==> src/shared/timer_pkg.sv <==
package timer_pkg;
   // ****************************************
   // Register map
   // ****************************************
   localparam int ADDR_W = 12;
   localparam logic [9:0] IDX_FLAGS = 10'h036;
   localparam logic [9:0] IDX_GLOBAL = 10'h043;
   localparam logic [9:0] IDX_CLKSEL = 10'h044;
   localparam logic [11:0] ADDR_FLAGS = {IDX_FLAGS, 2'b00};
   localparam logic [11:0] ADDR_GLOBAL = {IDX_GLOBAL, 2'b00};
   localparam logic [11:0] ADDR_CLKSEL = {IDX_CLKSEL, 2'b00};
   localparam logic [7:0] FLAGS_RESET = 8'h00;
   localparam logic [7:0] GLOBAL_RESET = 8'h00;
   localparam logic [7:0] CLKSEL_RESET = 8'h00;
   localparam logic [7:0] FLAGS_MASK = 8'h27;
   localparam logic [7:0] CLKSEL_MASK = 8'h77;
   localparam int FLAG_CAPTURE = 5;
   localparam int FLAG_CMP_B = 2;
   localparam int FLAG_CMP_A = 1;
   localparam int FLAG_OVF = 0;
   localparam int GLOBAL_SYNC_MODE = 7;
   localparam int GLOBAL_PSR_ASYNC = 1;
   localparam int GLOBAL_PSR_SYNC = 0;
   localparam int CLKSEL_T0_LSB = 0;
   localparam int CLKSEL_T1_LSB = 4;
   localparam logic [1:0] RESP_OKAY = 2'b00;
   localparam logic [1:0] RESP_SLVERR = 2'b10;
   // ****************************************
   // Timing and modes
   // ****************************************
   localparam int CLK_PERIOD_NS = 100;
   localparam int PRESCALE_W = 10;
   localparam logic [3:0] WGM_NORMAL = 4'h0;
   localparam logic [3:0] WGM_CTC_CMP = 4'h4;
   localparam logic [3:0] WGM_CTC_CAP = 4'hc;
   localparam logic [15:0] COUNT_MAX = 16'hffff;
   typedef enum logic [2:0] {
      CS_STOP, CS_DIV1, CS_DIV8, CS_DIV64, CS_DIV256, CS_DIV1024, CS_EXT_FALL, CS_EXT_RISE
   } clock_select_t;
   typedef struct packed {
      logic [15:0] counter_value;
      logic [15:0] compare_a_register;
      logic [15:0] compare_b_register;
      logic [15:0] capture_value_register;
      logic [3:0] waveform_mode_bits;
      logic overflow_event;
      logic capture_edge_rising;
   } timer1_view_t;
endpackage : timer_pkg

==> src/design/timer_prescaler_and_flags.sv <==
`timescale 1ns/1ps
// Behaviour
// - Capture flag sets on each capture edge seen on the capture input pin.
// - With capture register as top, capture flag sets when counter reaches top.
// - Four flags clear on interrupt vector execution or a written one.
// - Compare B flag sets one timer clock after counter equals compare B.
// - Compare A flag sets one timer clock after counter equals compare A.
// - Force-compare strobes never set compare match flags.
// - Normal and clear-on-compare modes set overflow flag on timer overflow.
// - Flag register bits 7, 6, 4, 3 always read zero.
// - Select 1 passes system clock; selects 2 to 5 use taps /8 /64 /256 /1024.
// - Prescaler runs freely, shared by both timers, each picks its tap.
// - First prescaled count comes 1 to N+1 cycles after enabling.
// - Prescaler reset restarts the period for both timers.
// - External clock pin sampled each system clock through synchroniser registers.
// - Select 7 counts rising edges, select 6 counts falling edges.
// - Counter updates 2.5 to 3.5 cycles after an external edge.
// - External edges clock the counter without any prescaler division.
// - In sync mode both prescaler reset bits hold as written.
// - Writing sync mode zero clears both prescaler reset bits.
// - Sync prescaler reset bit resets shared prescaler, self-clears outside sync mode.
module timer_prescaler_and_flags (
   input wire logic aclk,
   input wire logic aresetn,
   input wire logic awvalid,
   output logic awready,
   input wire logic [timer_pkg::ADDR_W-1:0] awaddr,
   input wire logic [2:0] awprot,
   input wire logic wvalid,
   output logic wready,
   input wire logic [31:0] wdata,
   input wire logic [3:0] wstrb,
   output logic bvalid,
   input wire logic bready,
   output logic [1:0] bresp,
   input wire logic arvalid,
   output logic arready,
   input wire logic [timer_pkg::ADDR_W-1:0] araddr,
   input wire logic [2:0] arprot,
   output logic rvalid,
   input wire logic rready,
   output logic [31:0] rdata,
   output logic [1:0] rresp,
   input wire logic [1:0] external_clock_pin,
   input wire logic capture_input_pin,
   input wire timer_pkg::timer1_view_t timer1_view,
   input wire logic [3:0] vector_ack,
   output logic [1:0] timer_tick,
   output logic [7:0] irq_flags,
   output logic sync_prescaler_reset,
   output logic async_prescaler_reset
);
   import timer_pkg::*;

   // ****************************************
   // Bus slave state
   // ****************************************
   logic aw_full;
   logic w_full;
   logic [ADDR_W-1:0] aw_addr_q;
   logic [7:0] w_data_q;
   logic w_strb_q;
   logic [7:0] flags;
   logic sync_mode;
   logic [7:0] clksel;
   logic [PRESCALE_W-1:0] prescale;
   logic [1:0] pin_meta;
   logic [1:0] pin_sync;
   logic [1:0] pin_prev;
   logic [1:0] cap_meta;
   logic cap_prev;

   wire aw_take = awvalid & awready;
   wire w_take = wvalid & wready;
   wire have_aw = aw_full | aw_take;
   wire have_w = w_full | w_take;
   wire wr_fire = have_aw & have_w;
   wire [ADDR_W-1:0] wr_addr = aw_take ? awaddr : aw_addr_q;
   wire [7:0] wr_data = w_take ? wdata[7:0] : w_data_q;
   wire wr_lane = w_take ? wstrb[0] : w_strb_q;
   wire wr_flags_hit = wr_addr == ADDR_FLAGS;
   wire wr_global_hit = wr_addr == ADDR_GLOBAL;
   wire wr_clksel_hit = wr_addr == ADDR_CLKSEL;
   wire wr_mapped = wr_flags_hit | wr_global_hit | wr_clksel_hit;
   wire wr_flags = wr_fire & wr_flags_hit & wr_lane;
   wire wr_global = wr_fire & wr_global_hit & wr_lane;
   wire wr_clksel = wr_fire & wr_clksel_hit & wr_lane;
   wire next_aw_full = have_aw & ~wr_fire;
   wire next_w_full = have_w & ~wr_fire;
   wire next_bvalid = wr_fire | (bvalid & ~bready);
   wire ar_take = arvalid & arready;
   wire next_rvalid = ar_take | (rvalid & ~rready);
   wire rd_flags_hit = araddr == ADDR_FLAGS;
   wire rd_global_hit = araddr == ADDR_GLOBAL;
   wire rd_clksel_hit = araddr == ADDR_CLKSEL;
   wire rd_mapped = rd_flags_hit | rd_global_hit | rd_clksel_hit;
   wire [7:0] global_view = {sync_mode, 5'b0_0000, async_prescaler_reset, sync_prescaler_reset};
   wire [7:0] rd_byte = rd_flags_hit ? (flags & FLAGS_MASK) :
      rd_global_hit ? global_view :
      rd_clksel_hit ? clksel : 8'h00;

   always_ff @(posedge aclk) begin
      if (!aresetn) begin
         aw_full <= 1'b0;
         w_full <= 1'b0;
         aw_addr_q <= '0;
         w_data_q <= 8'h00;
         w_strb_q <= 1'b0;
         awready <= 1'b0;
         wready <= 1'b0;
         bvalid <= 1'b0;
         bresp <= RESP_OKAY;
      end else begin
         aw_full <= next_aw_full;
         w_full <= next_w_full;
         if (aw_take) begin
            aw_addr_q <= awaddr;
         end
         if (w_take) begin
            w_data_q <= wdata[7:0];
            w_strb_q <= wstrb[0];
         end
         // Ready drops while a response is owed, so one write is in flight
         awready <= ~next_aw_full & ~next_bvalid;
         wready <= ~next_w_full & ~next_bvalid;
         bvalid <= next_bvalid;
         if (wr_fire) begin
            bresp <= wr_mapped ? RESP_OKAY : RESP_SLVERR;
         end
      end
   end

   always_ff @(posedge aclk) begin
      if (!aresetn) begin
         arready <= 1'b0;
         rvalid <= 1'b0;
         rdata <= 32'h0000_0000;
         rresp <= RESP_OKAY;
      end else begin
         arready <= ~next_rvalid;
         rvalid <= next_rvalid;
         if (ar_take) begin
            rdata <= {24'h00_0000, rd_byte};
            rresp <= rd_mapped ? RESP_OKAY : RESP_SLVERR;
         end
      end
   end

   // ****************************************
   // Global control and prescaler
   // ****************************************
   // A write always lands; afterwards the reset bits drop unless sync mode holds them
   wire next_sync_mode = wr_global ? wr_data[GLOBAL_SYNC_MODE] : sync_mode;
   wire next_psr_sync = wr_global ? wr_data[GLOBAL_PSR_SYNC] : (sync_prescaler_reset & sync_mode);
   wire next_psr_async = wr_global ? wr_data[GLOBAL_PSR_ASYNC] : (async_prescaler_reset & sync_mode);

   always_ff @(posedge aclk) begin
      if (!aresetn) begin
         sync_mode <= GLOBAL_RESET[GLOBAL_SYNC_MODE];
         sync_prescaler_reset <= GLOBAL_RESET[GLOBAL_PSR_SYNC];
         async_prescaler_reset <= GLOBAL_RESET[GLOBAL_PSR_ASYNC];
         clksel <= CLKSEL_RESET;
         prescale <= '0;
      end else begin
         sync_mode <= next_sync_mode;
         sync_prescaler_reset <= next_psr_sync;
         async_prescaler_reset <= next_psr_async;
         if (wr_clksel) begin
            clksel <= wr_data & CLKSEL_MASK;
         end
         // One counter for both timers, blind to either clock select
         if (sync_prescaler_reset) begin
            prescale <= '0;
         end else begin
            prescale <= prescale + 1'b1;
         end
      end
   end

   // Tap strobes fire once per period; held off while the prescaler is in reset
   wire run = ~sync_prescaler_reset;
   wire tap8 = run & (&prescale[2:0]);
   wire tap64 = run & (&prescale[5:0]);
   wire tap256 = run & (&prescale[7:0]);
   wire tap1024 = run & (&prescale[9:0]);

   // ****************************************
   // Per-timer clock select
   // ****************************************
   genvar i;
   generate
      for (i = 0; i < 2; i++) begin : g_timer
         clock_select_t sel;
         logic rise;
         logic fall;
         logic tick;
         assign sel = clock_select_t'(clksel[4*i +: 3]);
         assign rise = pin_sync[i] & ~pin_prev[i];
         assign fall = ~pin_sync[i] & pin_prev[i];
         always_comb begin
            unique case (sel)
               CS_STOP: tick = 1'b0;
               CS_DIV1: tick = 1'b1;
               CS_DIV8: tick = tap8;
               CS_DIV64: tick = tap64;
               CS_DIV256: tick = tap256;
               CS_DIV1024: tick = tap1024;
               CS_EXT_FALL: tick = fall;
               CS_EXT_RISE: tick = rise;
            endcase
         end
         // The latch stage is modelled by the first flop; edge sampled on the second
         always_ff @(posedge aclk) begin
            if (!aresetn) begin
               pin_meta[i] <= 1'b0;
               pin_sync[i] <= 1'b0;
               pin_prev[i] <= 1'b0;
               timer_tick[i] <= 1'b0;
            end else begin
               pin_meta[i] <= external_clock_pin[i];
               pin_sync[i] <= pin_meta[i];
               pin_prev[i] <= pin_sync[i];
               timer_tick[i] <= tick;
            end
         end
      end
   endgenerate

   // ****************************************
   // Interrupt flags
   // ****************************************
   wire [3:0] mode = timer1_view.waveform_mode_bits;
   wire cap_is_top = (mode == 4'h8) | (mode == 4'ha) | (mode == WGM_CTC_CAP) | (mode == 4'he);
   wire tick1 = timer_tick[1];
   wire [15:0] cnt = timer1_view.counter_value;
   wire cap_sync = cap_meta[1];
   wire cap_edge = timer1_view.capture_edge_rising ? (cap_sync & ~cap_prev) : (~cap_sync & cap_prev);
   wire set_cap = cap_is_top ? (tick1 & (cnt == timer1_view.capture_value_register)) : cap_edge;
   // Only a comparator match sets these; force strobes have no path here
   wire set_cmp_a = tick1 & (cnt == timer1_view.compare_a_register);
   wire set_cmp_b = tick1 & (cnt == timer1_view.compare_b_register);
   wire plain_mode = (mode == WGM_NORMAL) | (mode == WGM_CTC_CMP) | (mode == WGM_CTC_CAP);
   wire set_ovf = plain_mode ? (tick1 & (cnt == COUNT_MAX)) : timer1_view.overflow_event;
   wire [7:0] flag_set = {2'b00, set_cap, 2'b00, set_cmp_b, set_cmp_a, set_ovf};
   wire [7:0] ack_clr = {2'b00, vector_ack[3], 2'b00, vector_ack[2], vector_ack[1], vector_ack[0]};
   wire [7:0] sw_clr = wr_flags ? wr_data : 8'h00;
   wire [7:0] next_flags = ((flags & ~(sw_clr | ack_clr)) | flag_set) & FLAGS_MASK;

   always_ff @(posedge aclk) begin
      if (!aresetn) begin
         cap_meta <= 2'b00;
         cap_prev <= 1'b0;
         flags <= FLAGS_RESET;
         irq_flags <= FLAGS_RESET;
      end else begin
         cap_meta <= {cap_meta[0], capture_input_pin};
         cap_prev <= cap_sync;
         flags <= next_flags;
         irq_flags <= next_flags;
      end
   end

   // Protection bits are accepted but carry no meaning in this block
   wire unused_prot = ^{awprot, arprot, wdata[31:8], wstrb[3:1]};
endmodule : timer_prescaler_and_flags

==> config.mk <==
export PLATFORM = sky130hd
export DESIGN_NAME = timer_prescaler_and_flags
export DESIGN_NICKNAME = d
export VERILOG_FILES = /design/src/shared/timer_pkg.sv /design/src/design/timer_prescaler_and_flags.sv
export SDC_FILE = /design/constraint.sdc
export NUM_CORES = 1
export LEC_CHECK = 0
export BUFFER_PORTS_ARGS = -buffer_cell sky130_fd_sc_hd__buf_2
export CORE_MARGIN = 1.5
export CORE_UTILIZATION = 45
export CTS_CLUSTER_SIZE = 8
export DETAILED_ROUTE_END_ITERATION = 10
export HOLD_SLACK_MARGIN = 0.15
export PLACE_DENSITY = 0.87
export SYNTH_ARGS = -nofsm -noshare
export SYNTH_HDL_FRONTEND = slang
export SYNTH_SLANG_ARGS = --single-unit
export TNS_END_PERCENT = 20
==> constraint.sdc <==
create_clock -name aclk -period 3.58 [get_ports aclk]
set_clock_uncertainty 0.1 [all_clocks]
set_input_delay 0.716 -clock aclk [delete_from_list [all_inputs] [get_ports aclk]]
set_output_delay 0.716 -clock aclk [all_outputs]
set_load 0.005 [all_outputs]
* After elaboration in Yosys (flattened, before gate mapping)
Cells that the tools add are included.
Storage, ports and cells: register bits 74, output and inout bits 53, input bits 150, word-level logic and storage cells 147
Operators by class: multiplexer cells 16, equality and inequality tests 29, reduce and logical (&&, ||, !) cells 8, bitwise operators 64, add/sub/neg operators 1
Operators by type and width (number):
- 12-bit by 9-bit equality test with 1-bit output, second input constant | 4
- 16-bit equality test | 3
- 1-bit bitwise AND | 32
- 12-bit by 8-bit equality test with 1-bit output, second input constant | 2
- 3-bit equality test, second input constant | 8
- 8-bit 2-to-1 mux | 3
- 16-bit equality test, second input constant | 1
- 4-bit equality test, second input constant | 4
- 1-bit one-hot mux with 8 select lines | 2
- 1-bit NOT | 15
- 1-bit bitwise OR | 13
- 3-bit by 2-bit equality test with 1-bit output, second input constant | 4
- 12-bit 2-to-1 mux | 1
- 6-bit bitwise OR | 2
- 10-bit by 1-bit adder with 10-bit output, second input constant | 1
- 10-bit AND reduction | 1
- 8-bit AND reduction | 1
- 7-bit 2-to-1 mux | 1
- 6-bit bitwise AND | 1
- 3-bit by 1-bit equality test with 1-bit output, second input constant | 2
- 3-bit zero test | 2
- 1-bit 2-to-1 mux | 6
- 6-bit 2-to-1 mux | 1
- 6-bit NOT | 1
- 6 further kinds | 7

* Longest topological paths before layout
depth after elaboration 10, gate-level depth with buffers 7, mapped depth without buffers 6

* Worst setup path after synthesis
No wires, ideal clock.
path kind input port to flip-flop, start in awaddr[10] in the netlist's numbering, end reg clksel[2], setup time 121 ps, arrival time 2513 ps, buffers on the path 1, required time 3359 ps, stages 6, path slack 846 ps, path through or3_1 > or4b_1 > o22ai_2 > or3b_1 > buf_6 > mux2_4
On the way: longest elaborated chain between the ends 4
RTL lines:
- start: declaration | RTL line timer_prescaler_and_flags.sv:27 | input wire logic [timer_pkg::ADDR_W-1:0] awaddr,
- 12-bit 2-to-1 mux
- 12-bit by 9-bit equality test with 1-bit output | RTL line timer_prescaler_and_flags.sv:83 | wire wr_clksel_hit = wr_addr == ADDR_CLKSEL;
- 1-bit bitwise AND (2 in a row) | RTL line timer_prescaler_and_flags.sv:87 | wire wr_clksel = wr_fire & wr_clksel_hit & wr_lane;
- end signal: assignment | RTL line timer_prescaler_and_flags.sv:169 | clksel <= wr_data & CLKSEL_MASK;
- end: declaration | RTL line timer_prescaler_and_flags.sv:65 | logic [7:0] clksel;
Every way passes these cells. A chain may end at the register's enable or synchronous reset.

* Final worst setup path
Ends and elaborated chain as after synthesis.

==> results by group <==
Clock network
  • CTS Buf Count: 9
  • CTS root buffer: clkbuf_8
  • Hold_buf cts: 0
  • H-Tree Depth: 3
  • CTS tree: done
  • CTS clk-pin slew, worst paths: ~0.07 ns
  • # resized after CTS: 0
  • Clock Tree Buf Depth: 2
  • Number of buffers added for setup after CTS: 0
  • CTS Sinks: 70
  • Worst skew pair latency: around 0.35 ns

Critical path
  • WP data required: between 3 and 4 ns
  • Worst R2R Setup Slack: around 1.1 ns
  • Worst-path cell chain: buf_2, or3_1, or4b_1, o22ai_2, or3b_1, mux2_4
  • CP max-delay cell: or3b_1
  • Buf/Inv on CP: 1
  • Max FO, Critical Path: 6
  • Worst path max stage delay: between 0.5 and 0.6 ns
  • CP Launch Type: input pin
  • Critical Path Sink Type: register
  • Crit Path Class: input pin to register
  • Worst EP arrival: between 2 and 3 ns
  • CP delay by family, top: simple AND/OR/NAND/NOR gates

Drt
  • Vias/cell: roughly 5.1
  • Final ANT Viol Nets: 0
  • Remaining DRCs: 0
  • TritonRoute pass-1 iters: 5
  • Post-DR wirelength/cell: 14.6 um
  • First DRT Iteration DRCs: 175
  • Vias: 3476
  • Final WL: ~9900 um

Place
  • Worst slack, placed: about 0.59 ns
  • Port Buffers: between 100 and 150
  • Routability cong.: a little under 1
  • HPWL Detailed: slightly below 8000 um

Final layout
  • Number of fill cells in the layout: between 700 and 800
  • Layout Nets: slightly above 700
  • Antenna cells: 0
  • Area added between synthesis and finish: 22.7%
  • Fraction of layout cells with a size suffix above 1: 0.277
  • Fin util: 0.567

Timing
  • Fmax: 0.374 GHz
  • Tmin final: 2.67 ns
  • Least-Margin Pin Slew: a little under 0.8 ns
  • Tcrit/Tclk final: 0.746
  • Final Hold Viols: 0
  • Slew Limit Headroom: 0.488
  • Final WS setup: between 0.9 and 1 ns
  • Final Max Slew Viols: 0
  • RSZ-0062 raised after global routing: no
  • Setup TNS: 0 ns
  • WHS: about 0.33 ns
  • Final Setup Violations: 0

Power and ir drop
  • Max rail drop VDD: 0.000247 V
  • Seq pwr share: 0.475
  • Pwr per Cell Area: 375 mW/mm^2
  • Net Sw Frac: 0.250
  • Combinational power share: 0.146
  • P_leak: 2.03 nW
  • Internal power: 0.00131 W
  • Clock network power share: 0.378
  • Sw power: about 0.00043 W

Synthesis
  • Synth warnings: 0
  • Seq/Total Area, Yosys: 0.371
  • Syn avg cell area: 8.68 sq um
  • Ys flop type: dfxtp_1
  • Async S/R FF share, synth: 0
  • Synth Instances: 435
  • Synth Cell Area: about 0.0038 sq mm
  • Post-synth EDFFs: 0
  • Cell variety after synth: 50
  • Yosys reg bits: 70

Die
  • Num rows: 33
  • Total die area: a little under 0.009 sq mm
  • Io pins: around 200
  • Core Footprint: 0.00818 sq mm
  • Die height: 94.6 um
  • Die width: 94.6 um
  • Initial core utilization: 0.462

Global route
  • First-pass GRT wire length: 15600 um
  • Vias in the first global route: approximately 3400
  • GRT Overall Usage: 0.227
  • Grt total ovfl: 0
  • Largest net degree at the start of global routing: between 50 and 60
  • Initial antenna violation count: 0

Status
  • Status: complete, no violations

Job
  • Max-cap violations: 0

Hold path
  • Hold Path Class: register to register
## per-stage QoR
step                      std cells  cell area [sq um]  total power [W]
final                           679               4630          0.00174
after global routing            679               4630          0.00182
after CTS                       679               4630          0.00175
after detailed placement        664               4430          0.00110
after global placement          664               4430          0.00109
after floorplan                 465               3890         0.000997
## flip-flops by register name, indices dropped and copies added, names as in the netlist, 2 cells and up
register	count
flags	4
cap_meta	2
rdata	7
pin_prev	2
pin_meta	2
prescale	10
pin_sync	2
clksel	6
w_data_q	7
aw_addr_q	12
## metal layers
| metal | vias to the layer above | GRT usage | wire length (um) |
|---|---|---|---|
| li1 | 1714 | - | - |
| met1 | 1598 | 0.271 | 4220 |
| met2 | 144 | 0.386 | 4720 |
| met3 | 20 | 0.0692 | 779 |
| met4 | 0 | 0.0771 | 185 |
| met5 | - | 0 | 0 |
## area by class of cell
class,count,area (sq um),area share
Multi-Input combinational cell,341,2160,0.466
Sequential cell,70,1400,0.302
Timing Repair Buffer,139,701,0.151
Clock buffer,12,165,0.0356
Tap cell,105,131,0.0284
Clock inverter,3,42.5,0.00918
Inverter,9,33.8,0.00729
## synth_stat cells, drive strengths merged, types with 2 or more instances
| cell type | count | area [sq um] |
|---|---|---|
| buf | 33 | 251 |
| and3 | 5 | 31.3 |
| nand4b | 4 | 35.0 |
| a21oi | 6 | 30.0 |
| mux2 | 5 | 71.3 |
| nand3 | 18 | 90.1 |
| nand4 | 13 | 81.3 |
| clkbuf | 12 | 45.0 |
| or3 | 5 | 31.3 |
| o31ai | 2 | 15.0 |
| inv | 9 | 33.8 |
| o311ai | 3 | 26.3 |
| nor3b | 3 | 22.5 |
| a22oi | 2 | 15.0 |
| nor2b | 4 | 25.0 |
| ha | 2 | 25.0 |
| nand2b | 9 | 56.3 |
| dfxtp | 70 | 1400 |
| xor2 | 16 | 140 |
| nor2 | 23 | 86.3 |
| o21ai | 9 | 45.0 |
| or3b | 2 | 17.5 |
| a211oi | 2 | 15.0 |
| and2 | 17 | 106 |
| xnor2 | 38 | 333 |
| a21boi | 21 | 158 |
| mux2i | 10 | 100 |
| nor4 | 8 | 50.1 |
| nand2 | 50 | 188 |
| o22ai | 3 | 25.0 |
| a221oi | 4 | 35.0 |
| nor4bb | 3 | 30.0 |
| nor3 | 11 | 55.1 |
## power by group through the flow
stage	registers (W)	logic, W	clock network, W
final	0.000827	0.000255	0.000658
after global routing	0.000830	0.000285	0.000710
after CTS	0.000827	0.000255	0.000672
after detailed placement	0.000844	0.000252	0
after global placement	0.000842	0.000244	0
after floorplan	0.000841	0.000156	0
## layout by cell type (no fill, tap or decap), types with 10 or more instances in the layout
cell type | Yosys | routed
conb_1 | 1 | 31
nand3_1 | 18 | 18
nand2_1 | 50 | 50
xor2_1 | 16 | 16
and2_1 | 17 | 17
buf_2 | 0 | 137
a21boi_0 | 20 | 20
nand4_1 | 13 | 13
xnor2_1 | 38 | 38
nor2_1 | 23 | 23
mux2i_1 | 10 | 10
dfxtp_1 | 70 | 70
clkbuf_8 | 0 | 12
nor3_1 | 11 | 11
## kinds of logic (layout without fill, tap and decap cells)
group                    after synthesis  after routing  synth area share
AND/OR/NAND/NOR                      181            181             0.254
flip-flops                            70             70             0.371
AO/OA/AOI/OAI                         58             58             0.109
XOR/XNOR                              54             54             0.125
buffers and inverters                 54            163            0.0874
multiplexers                          15             15            0.0454
adder cells (fa/ha/maj)                2              2           0.00662
other                                  1             31          0.000993
## final timing paths
check,from,depth (start not counted),to
min,pin_meta[0],1,pin_sync[0]
min reg2reg,pin_meta[0],1,pin_sync[0]
max reg2reg,awready,5,clksel[2]
max,awaddr[10],6,clksel[2]
Note: power is estimated with default switching activity, not from simulation.
